## src/hdl/qcs_regs.svh

```systemverilog
// Register map, field layout, reset values and sizes of the QoS block
`ifndef QCS_REGS_SVH
`define QCS_REGS_SVH

`define QCS_ADDR_W      12
`define QCS_ADDR_CTRL   12'h000
`define QCS_ADDR_PMAP   12'h004
`define QCS_ADDR_WGT    12'h008
`define QCS_ADDR_PEN    12'h00c
`define QCS_ADDR_STAT   12'h010
`define QCS_ADDR_PSEL   12'h014
`define QCS_ADDR_PPRI   12'h018
`define QCS_DTAB_PAGE   4'h1
`define QCS_DTAB_PG     11:8
`define QCS_DTAB_IDX    7:2

`define QCS_CTRL_W      6
`define QCS_CTRL_CMODE  1:0
`define QCS_CTRL_SMODE  3:2
`define QCS_CTRL_DSCPEN 4
`define QCS_CTRL_TSEL   5
`define QCS_CTRL_RST    6'h00
`define QCS_PMAP_RST    16'hfa50
`define QCS_WGT_RST     16'h8421
`define QCS_PEN_RST     26'h3ffffff
`define QCS_PPRI_RST    4'h8
`define QCS_PP_DIS      3
`define QCS_PP_VAL      2:0
`define QCS_STAT_W      14

`define QCS_PORTS       26
`define QCS_PORT_W      5
`define QCS_DSCP_N      64
`define QCS_TOS_DSCP    7:2
`define QCS_DESC_W      16
`define QCS_SEQ_W       5
`define QCS_Q_DEPTH     4
`define QCS_CNT_W       3

`endif

```

## src/hdl/qcs_pkg.sv

```systemverilog
// Types shared by the QoS classifier and scheduler
package qcs_pkg;
  typedef logic [1:0] qcs_class_t;
  typedef logic [2:0] qcs_prio_t;
  typedef enum logic [1:0] {
    CM_TAG  = 2'b00,
    CM_DSCP = 2'b01,
    CM_PORT = 2'b10
  } qcs_cmode_e;
  typedef enum logic [1:0] {
    SM_FCFS = 2'b00,
    SM_SP   = 2'b01,
    SM_WRR  = 2'b10
  } qcs_smode_e;
  localparam qcs_class_t CLS_LOWEST = 2'h0;
endpackage

```

## src/hdl/qcs_top.sv

```systemverilog
// QoS classifier, four egress queues and scheduler with APB registers
`timescale 1ns/10ps
`include "qcs_regs.svh"

module qcs_fifo #(
  parameter int W = 8,
  parameter int D = 4,
  parameter int CW = 3
) (
  // Clock and reset
  input  wire logic          clk,
  input  wire logic          rstn,
  // Fill side
  input  wire logic          wr_valid,
  output logic               wr_ready,
  input  wire logic [W-1:0]  wr_data,
  // Drain side
  output logic               rd_valid,
  input  wire logic          rd_ready,
  output logic [W-1:0]       rd_data,
  // Occupancy
  output logic [CW-1:0]      count
);
  logic [W-1:0]          mem [0:D-1];
  logic [$clog2(D)-1:0]  wp_reg;
  logic [$clog2(D)-1:0]  rp_reg;
  logic [CW-1:0]         cnt_reg;
  logic                  do_wr;
  logic                  do_rd;

  assign wr_ready = (cnt_reg != CW'(D));
  assign rd_valid = (cnt_reg != '0);
  assign rd_data  = mem[rp_reg];
  assign count    = cnt_reg;
  assign do_wr    = wr_valid & wr_ready;
  assign do_rd    = rd_valid & rd_ready;

  always_ff @(posedge clk)
  begin
    if (do_wr)
    begin
      mem[wp_reg] <= wr_data;
    end
  end

  always_ff @(posedge clk or negedge rstn)
  begin
    if (!rstn)
    begin
      wp_reg  <= '0;
      rp_reg  <= '0;
      cnt_reg <= '0;
    end
    else
    begin
      if (do_wr)
        wp_reg <= wp_reg + 1'b1;
      if (do_rd)
        rp_reg <= rp_reg + 1'b1;
      if (do_wr && !do_rd)
        cnt_reg <= cnt_reg + 1'b1;
      else if (do_rd && !do_wr)
        cnt_reg <= cnt_reg - 1'b1;
    end
  end
endmodule

module qcs_top
  import qcs_pkg::*;
(
  // Clock, reset, enable
  input  wire logic                    clk,
  input  wire logic                    rstn,
  input  wire logic                    ce,
  // APB slave
  input  wire logic                    psel,
  input  wire logic                    penable,
  input  wire logic                    pwrite,
  input  wire logic [`QCS_ADDR_W-1:0]  paddr,
  input  wire logic [31:0]             pwdata,
  output logic [31:0]                  prdata,
  output logic                         pready,
  output logic                         pslverr,
  // Ingress frame descriptors
  input  wire logic                    in_valid,
  output logic                         in_ready,
  input  wire logic [`QCS_PORT_W-1:0]  in_port,
  input  wire logic                    in_tagged,
  input  wire logic [2:0]              in_pcp,
  input  wire logic                    in_ipv4,
  input  wire logic [7:0]              in_tos,
  input  wire logic [`QCS_DESC_W-1:0]  in_desc,
  // Egress frame descriptors
  output logic                         out_valid,
  input  wire logic                    out_ready,
  output logic [`QCS_DESC_W-1:0]       out_desc,
  output qcs_class_t                   out_class
);
  localparam int EW = `QCS_DESC_W + `QCS_SEQ_W;

  logic [`QCS_CTRL_W-1:0]  ctrl_reg;
  logic [15:0]             pmap_reg;
  logic [15:0]             wgt_reg;
  logic [`QCS_PORTS-1:0]   pen_reg;
  logic [`QCS_PORT_W-1:0]  pidx_reg;
  logic [3:0]              pprio_mem [0:`QCS_PORTS-1];
  qcs_prio_t               dtab [0:`QCS_DSCP_N-1];
  logic [31:0]             rd_data;
  logic                    rd_err;
  logic                    wr_en;
  logic                    rd_cap_reg;
  qcs_cmode_e              cmode;
  qcs_smode_e              smode;
  logic                    dscp_en;
  logic                    tsel;
  logic [3:0]              pent;
  logic                    pen_ok;
  qcs_prio_t               prio;
  logic                    hit;
  qcs_class_t              cls;
  logic                    push;
  logic [3:0]              q_val;
  logic [3:0]              q_rdy;
  logic [EW-1:0]           q_data [0:3];
  logic [`QCS_CNT_W-1:0]   q_cnt [0:3];
  logic [`QCS_SEQ_W-1:0]   age [0:3];
  logic [`QCS_SEQ_W-1:0]   seq_reg;
  qcs_class_t              pick;
  logic                    pick_ok;
  logic                    wrr_stay;
  logic                    pop;
  qcs_class_t              wrr_cls_reg;
  logic [3:0]              wrr_cnt_reg;
  logic                    out_valid_reg;
  logic [`QCS_DESC_W-1:0]  out_desc_reg;
  qcs_class_t              out_class_reg;
  logic                    fcfs_ok;

  function automatic qcs_class_t map_class(input logic [15:0] m,
                                           input qcs_prio_t p);
    return m[p*2 +: 2];
  endfunction

  function automatic logic [3:0] weight_of(input logic [15:0] w,
                                           input qcs_class_t c);
    logic [3:0] v;
    v = w[c*4 +: 4];
    return (v == 4'h0) ? 4'h1 : v;
  endfunction

  function automatic logic [3:0] above_mask(input qcs_class_t c);
    return 4'(4'hf << (c + 3'h1));
  endfunction

  assign cmode   = qcs_cmode_e'(ctrl_reg[`QCS_CTRL_CMODE]);
  assign smode   = qcs_smode_e'(ctrl_reg[`QCS_CTRL_SMODE]);
  assign dscp_en = ctrl_reg[`QCS_CTRL_DSCPEN];
  assign tsel    = ctrl_reg[`QCS_CTRL_TSEL];

  // APB: ready waits until this transfer's read data has been taken
  assign pready  = ce & rd_cap_reg;
  assign wr_en   = psel & penable & pwrite & pready;

  always_comb
  begin
    rd_data = '0;
    rd_err  = 1'b0;
    if (paddr == `QCS_ADDR_CTRL)
      rd_data[`QCS_CTRL_W-1:0] = ctrl_reg;
    else if (paddr == `QCS_ADDR_PMAP)
      rd_data[15:0] = pmap_reg;
    else if (paddr == `QCS_ADDR_WGT)
      rd_data[15:0] = wgt_reg;
    else if (paddr == `QCS_ADDR_PEN)
      rd_data[`QCS_PORTS-1:0] = pen_reg;
    else if (paddr == `QCS_ADDR_STAT)
      rd_data[`QCS_STAT_W-1:0] = {wrr_cls_reg, q_cnt[3], q_cnt[2],
                                  q_cnt[1], q_cnt[0]};
    else if (paddr == `QCS_ADDR_PSEL)
      rd_data[`QCS_PORT_W-1:0] = pidx_reg;
    else if (paddr == `QCS_ADDR_PPRI)
      rd_data[3:0] = (pidx_reg < `QCS_PORTS) ? pprio_mem[pidx_reg]
                                             : `QCS_PPRI_RST;
    else if (paddr[`QCS_DTAB_PG] == `QCS_DTAB_PAGE && paddr[1:0] == 2'h0)
      rd_data[2:0] = dtab[paddr[`QCS_DTAB_IDX]];
    else
      rd_err = 1'b1;
  end

  // Read data and error are taken once per transfer, normally at setup;
  // a setup cycle lost to a low ce costs one wait state instead
  always_ff @(posedge clk or negedge rstn)
  begin
    if (!rstn)
    begin
      prdata     <= '0;
      pslverr    <= 1'b0;
      rd_cap_reg <= 1'b0;
    end
    else if (ce && psel && !rd_cap_reg)
    begin
      prdata     <= pwrite ? 32'h0 : rd_data;
      pslverr    <= rd_err;
      rd_cap_reg <= 1'b1;
    end
    else if (ce && psel && penable)
      rd_cap_reg <= 1'b0;
  end

  always_ff @(posedge clk or negedge rstn)
  begin
    if (!rstn)
    begin
      ctrl_reg <= `QCS_CTRL_RST;
      pmap_reg <= `QCS_PMAP_RST;
      wgt_reg  <= `QCS_WGT_RST;
      pen_reg  <= `QCS_PEN_RST;
      pidx_reg <= '0;
    end
    else if (wr_en)
    begin
      if (paddr == `QCS_ADDR_CTRL)
        ctrl_reg <= pwdata[`QCS_CTRL_W-1:0];
      else if (paddr == `QCS_ADDR_PMAP)
        pmap_reg <= pwdata[15:0];
      else if (paddr == `QCS_ADDR_WGT)
        wgt_reg <= pwdata[15:0];
      else if (paddr == `QCS_ADDR_PEN)
        pen_reg <= pwdata[`QCS_PORTS-1:0];
      else if (paddr == `QCS_ADDR_PSEL)
        pidx_reg <= pwdata[`QCS_PORT_W-1:0];
    end
  end

  always_ff @(posedge clk or negedge rstn)
  begin
    if (!rstn)
    begin
      for (int i = 0; i < `QCS_PORTS; i++)
        pprio_mem[i] <= `QCS_PPRI_RST;
    end
    else if (wr_en && paddr == `QCS_ADDR_PPRI && pidx_reg < `QCS_PORTS)
      pprio_mem[pidx_reg] <= pwdata[3:0];
  end

  always_ff @(posedge clk or negedge rstn)
  begin
    if (!rstn)
    begin
      for (int i = 0; i < `QCS_DSCP_N; i++)
        dtab[i] <= '0;
    end
    else if (wr_en && paddr[`QCS_DTAB_PG] == `QCS_DTAB_PAGE
             && paddr[1:0] == 2'h0)
      dtab[paddr[`QCS_DTAB_IDX]] <= pwdata[2:0];
  end

  // Classification; the class is fixed when the frame is queued
  assign pent   = (in_port < `QCS_PORTS) ? pprio_mem[in_port]
                                         : `QCS_PPRI_RST;
  assign pen_ok = (in_port < `QCS_PORTS) && pen_reg[in_port];

  always_comb
  begin
    prio = '0;
    hit  = 1'b0;
    case (cmode)
      CM_TAG:
      begin
        if (in_tagged)
        begin
          prio = in_pcp;
          hit  = 1'b1;
        end
        else if (tsel && !pent[`QCS_PP_DIS])
        begin
          prio = pent[`QCS_PP_VAL];
          hit  = 1'b1;
        end
      end
      CM_DSCP:
      begin
        // Precedence and service bits form the codepoint; bits 1:0 unused
        if (dscp_en && pen_ok && in_ipv4)
        begin
          prio = dtab[in_tos[`QCS_TOS_DSCP]];
          hit  = 1'b1;
        end
      end
      CM_PORT:
      begin
        if (!pent[`QCS_PP_DIS])
        begin
          prio = pent[`QCS_PP_VAL];
          hit  = 1'b1;
        end
      end
      default:
      begin
        prio = '0;
        hit  = 1'b0;
      end
    endcase
  end

  assign cls      = hit ? map_class(pmap_reg, prio) : CLS_LOWEST;
  assign in_ready = ce & q_rdy[cls];
  assign push     = in_valid & in_ready;

  genvar g;
  generate
    for (g = 0; g < 4; g++)
    begin : gen_q
      qcs_fifo #(
        .W  (EW),
        .D  (`QCS_Q_DEPTH),
        .CW (`QCS_CNT_W)
      ) u_fifo (
        .clk      (clk),
        .rstn     (rstn),
        .wr_valid (in_valid & ce & (cls == 2'(g))),
        .wr_ready (q_rdy[g]),
        .wr_data  ({in_desc, seq_reg}),
        .rd_valid (q_val[g]),
        .rd_ready (pop & (pick == 2'(g))),
        .rd_data  (q_data[g]),
        .count    (q_cnt[g])
      );
      assign age[g] = seq_reg - q_data[g][`QCS_SEQ_W-1:0];
    end
  endgenerate

  // Arrival stamp; at most 16 frames queued so the age never wraps under FCFS; SP or WRR can starve a queue long enough to wrap it
  always_ff @(posedge clk or negedge rstn)
  begin
    if (!rstn)
      seq_reg <= '0;
    else if (push)
      seq_reg <= seq_reg + 1'b1;
  end

  always_comb
  begin
    pick     = CLS_LOWEST;
    pick_ok  = 1'b0;
    wrr_stay = 1'b0;
    case (smode)
      SM_FCFS:
      begin
        for (int i = 0; i < 4; i++)
          if (q_val[i] && (!pick_ok || age[i] > age[pick]))
          begin
            pick    = 2'(i);
            pick_ok = 1'b1;
          end
      end
      SM_SP:
      begin
        for (int i = 0; i < 4; i++)
          if (q_val[i])
          begin
            pick    = 2'(i);
            pick_ok = 1'b1;
          end
      end
      SM_WRR:
      begin
        if (q_val[wrr_cls_reg] &&
            wrr_cnt_reg < weight_of(wgt_reg, wrr_cls_reg))
        begin
          pick     = wrr_cls_reg;
          pick_ok  = 1'b1;
          wrr_stay = 1'b1;
        end
        else
        begin
          for (int k = 1; k <= 4; k++)
            if (!pick_ok && q_val[2'(wrr_cls_reg - 2'(k))])
            begin
              pick    = 2'(wrr_cls_reg - 2'(k));
              pick_ok = 1'b1;
            end
        end
      end
      default:
      begin
        pick_ok = 1'b0;
      end
    endcase
  end

  assign pop = ce & pick_ok & (!out_valid_reg | out_ready);

  always_ff @(posedge clk or negedge rstn)
  begin
    if (!rstn)
    begin
      wrr_cls_reg <= 2'h3;
      wrr_cnt_reg <= '0;
    end
    else if (pop && smode == SM_WRR)
    begin
      wrr_cls_reg <= pick;
      wrr_cnt_reg <= wrr_stay ? wrr_cnt_reg + 4'h1 : 4'h1;
    end
  end

  always_ff @(posedge clk or negedge rstn)
  begin
    if (!rstn)
    begin
      out_valid_reg <= 1'b0;
      out_desc_reg  <= '0;
      out_class_reg <= CLS_LOWEST;
    end
    else if (ce && (!out_valid_reg || out_ready))
    begin
      out_valid_reg <= pick_ok;
      if (pick_ok)
      begin
        out_desc_reg  <= q_data[pick][EW-1:`QCS_SEQ_W];
        out_class_reg <= pick;
      end
    end
  end

  assign out_valid = out_valid_reg;
  assign out_desc  = out_desc_reg;
  assign out_class = out_class_reg;

  always_comb
  begin
    fcfs_ok = 1'b1;
    for (int i = 0; i < 4; i++)
      if (q_val[i] && age[i] > age[pick])
        fcfs_ok = 1'b0;
  end
endmodule

```

## config.mk

```make
export PLATFORM = sky130hd
export DESIGN_NAME = qcs_top
export DESIGN_NICKNAME = d
export VERILOG_FILES = /design/src/hdl/qcs_pkg.sv /design/src/hdl/qcs_top.sv
export VERILOG_INCLUDE_DIRS = /design/src /design/src/hdl
export SDC_FILE = /design/constraint.sdc
export NUM_CORES = 1
export LEC_CHECK = 0
export ABC_AREA = 1
export ABC_CLOCK_PERIOD_IN_PS = 20400
export BUFFER_PORTS_ARGS = -buffer_cell sky130_fd_sc_hd__buf_4
export CAP_MARGIN = 20
export CORE_UTILIZATION = 40
export DETAILED_ROUTE_END_ITERATION = 10
export SETUP_SLACK_MARGIN = 0.02
export SYNTH_ARGS = -nofsm -noshare
export SYNTH_HDL_FRONTEND = slang
export SYNTH_SLANG_ARGS = --single-unit
```

## constraint.sdc

```tcl
create_clock -name clk -period 20.4 [get_ports clk]
set_input_delay 1.02 -clock clk [delete_from_list [all_inputs] [get_ports clk]]
set_output_delay 1.02 -clock clk [all_outputs]
set_load 0.05 [all_outputs]
```

==> out/qor.csv <==
metric;value;unit
async set or reset register ratio after synthesis;57.3;%
RePlAce Congestion;0.943;
global-route wire length before repair;178000;microns
critical path class;reg -> reg;
core box area;95300;sq um
Port Buffers;125;
number of maximum-capacitance violations;0;
highest fanout seen on the critical path;44;
clock root cell;clkbuf_16;
register bank with the most flops;gen_q.u_fifo.mem;
Resized cells post-CTS;0;
Longest Clk Path Bufs;3;
clock-pin transition on the worst setup and hold timing paths;0.06;ns
Num CTS Buffers;88;
count of endpoints failing hold in the final timing report;0;
first-pass iteration count of the detailed router;6;
number of synthesized register bits;787;
count of distinct cell types in the synthesized netlist;58;
clock latency reported for the late side of the worst-skew pair;0.68;ns
count of mapped cells out of synthesis;4357;
total congestion overflow after global routing;0;
area of all placed cells without fillers;43600;sq um
area growth from synthesis to layout;13.0;%
Post-synth EDFFs;336;
antenna-violating nets left;0;
setup repair after global routing missed its margin;false;
flip-flop count of the largest register after layout;336;
stage delay of the slowest cell on the critical path;0.91;ns
Worst slew margin;22.3;%
area of placed instances;40700;sq um
CP required;20.93;ns
Critical Path Most Common Cell;nand2_1;
largest net degree at the start of global routing;179;
layout cells sized above 1;10.8;%
launching element type of the critical path;register;
via count of the first global-routing pass;30100;
count of unresolved DRC violations after routing;0;
Critical Path Sink Type;register;
worst clock skew;0.0379;ns
worst path arrival time;9.67;ns
final cycle utilization of the critical path;44.8;%
transition time of the tightest slew-check pin;1.17;ns
Avg WL per Cell;20.0;microns
final-stage net count;4567;
cell at the slowest stage of the critical path;a21oi_2;
Final Max Slew Viols;0;
HPWL after detailed placement;71600;microns
outcome;completed;
Chip Height;313;microns
1st-iter DRT viols;2849;
worst-case register-to-register setup slack;11.26;ns
number of ports placed on the die boundary;140;
DIE AREA;97700;sq um
CTS tree;built;
Via Count;31500;
final setup fails;0;
setup fix buffers added after clock tree synthesis;0;
antenna violations before repair;0;
registers with the most flip-flops;gen_q.u_fifo.mem x336, dtab x192, pprio_mem x104;
sink count of the clock tree;787;
Tightest Hold Check Type;in -> async;
synthesized area per cell;8.86;sq um
sequential area share after synthesis;55.6;%
predominant post-synthesis flop cell;dfrtp_1;
Synth warnings;0;
count of H-tree levels built during CTS;3;
Setup Total Neg Slack;0;ns
chip width;313;microns
final routed wirelength across all metal layers;115000;microns
summed instance area of the synthesized netlist;38600;sq um
Row Count;113;
effective utilization at floorplan;40.5;%
post-route minimum period;9.14;ns
CTS hold repair buffers;0;
highest clock frequency the design can meet;0.109;GHz
GRT Total Usage;23.3;%
Vias/cell;5.47;
metrics by stage:
stage,hold WS (ns),util [%],setup WS [ns],instances
2_1_floorplan,0.453,-,13.20,4362
3_3_place_gp,0.466,42.7,11.42,5589
3_5_place_dp,0.470,42.7,11.37,5590
4_1_cts,0.259,45.7,11.34,5756
5_1_grt,0.282,45.8,10.52,5758
6_report,0.255,45.8,11.26,5759
layout by cell type, fill, tap and decap left out, drive strengths merged, types with 53 or more instances in the layout:
master,count
nand2,1364
o21ai,553
dfrtp,385
edfxtp,336
nand3,322
inv,305
nor2,202
buf,184
a21oi,163
clkbuf,133
o22ai,69
dfstp,66
ha,56
a22oi,53
layout make-up:
| type | instances | area, sq um |
|---|---|---|
| Tap cell | 1265 | 1580 |
| Multi-Input combinational cell | 3051 | 15100 |
| Clock buffer | 132 | 2550 |
| Inverter | 304 | 1140 |
| Antenna cell | 1 | 2.50 |
| Sequential cell | 787 | 21500 |
| Timing Repair Buffer | 185 | 1450 |
| Fill cell | 9216 | 51700 |
| Clock inverter | 34 | 329 |
synth_stat cells, types with 26 or more instances:
| library cell | n | share of area (%) |
|---|---|---|
| o211ai_1 | 33 | 0.64 |
| a21oi_1 | 159 | 2.1 |
| o21ai_0 | 529 | 6.9 |
| o22ai_1 | 69 | 1.1 |
| nand2_1 | 1354 | 13 |
| clkbuf_1 | 133 | 1.3 |
| xor2_1 | 29 | 0.66 |
| dfrtp_1 | 385 | 25 |
| inv_2 | 26 | 0.25 |
| dfstp_2 | 66 | 4.5 |
| inv_1 | 273 | 2.7 |
| nor3_1 | 26 | 0.34 |
| ha_1 | 56 | 1.8 |
| edfxtp_1 | 336 | 26 |
| a32o_1 | 47 | 1.2 |
| a22oi_1 | 53 | 1.0 |
| buf_2 | 43 | 0.56 |
| nor2_1 | 193 | 1.9 |
| nand3_1 | 317 | 4.1 |
worst paths after layout:
kind                       depth (start not counted)                                    to                                  start
hold reg to reg                                    2               pen_reg[25]$_DFFE_PN1P_                pen_reg[25]$_DFFE_PN1P_
hold / removal                                     1               out_desc[5]$_DFFE_PN0P_                                   rstn
min in group clk                                   2               pen_reg[25]$_DFFE_PN1P_                pen_reg[25]$_DFFE_PN1P_
setup / recovery                                  44  gen_q[0].u_fifo.count[1]$_DFFE_PN0P_  gen_q[1].u_fifo.rp_reg[0]$_DFFE_PN0P_
max in group asynchronous                          4                prdata[25]$_DFFE_PN0P_                                   rstn
setup reg to reg                                  44  gen_q[0].u_fifo.count[1]$_DFFE_PN0P_  gen_q[1].u_fifo.rp_reg[0]$_DFFE_PN0P_
critical path: cells and delay by family, from the launching register on:
family	cells	cell delay, ns
compound gates	16	2.91
xor+xnor	1	0.20
fa+ha+maj	7	2.22
buf+inv	7	1.59
flops	1	0.36
mux	1	0.26
simple gates	12	1.42
cells by family after synthesis:
| family | Yosys count | synth area share [%] |
|---|---|---|
| and+or+nand+nor | 1958 | 20.8 |
| AOI/OAI and AO/OA | 983 | 14.9 |
| DFF | 787 | 55.6 |
| buffers and inverters | 524 | 5.57 |
| adders and majority gates | 64 | 2.23 |
| xor gates and xnor gates | 39 | 0.885 |
| other | 1 | 0.00972 |
| muxes | 1 | 0.0292 |
metal layers:
layer,vias up,share of wire (%),global-route usage [%]
li1,15000,-,-
met1,15200,43,31.4
met2,1111,46,37.5
met3,242,7.2,3.90
met4,0,3.5,9.37
met5,-,0,0
Power is left out: the tool's default activity adds up to more than one toggle a clock period on the data nets, which glitch-free logic cannot reach.
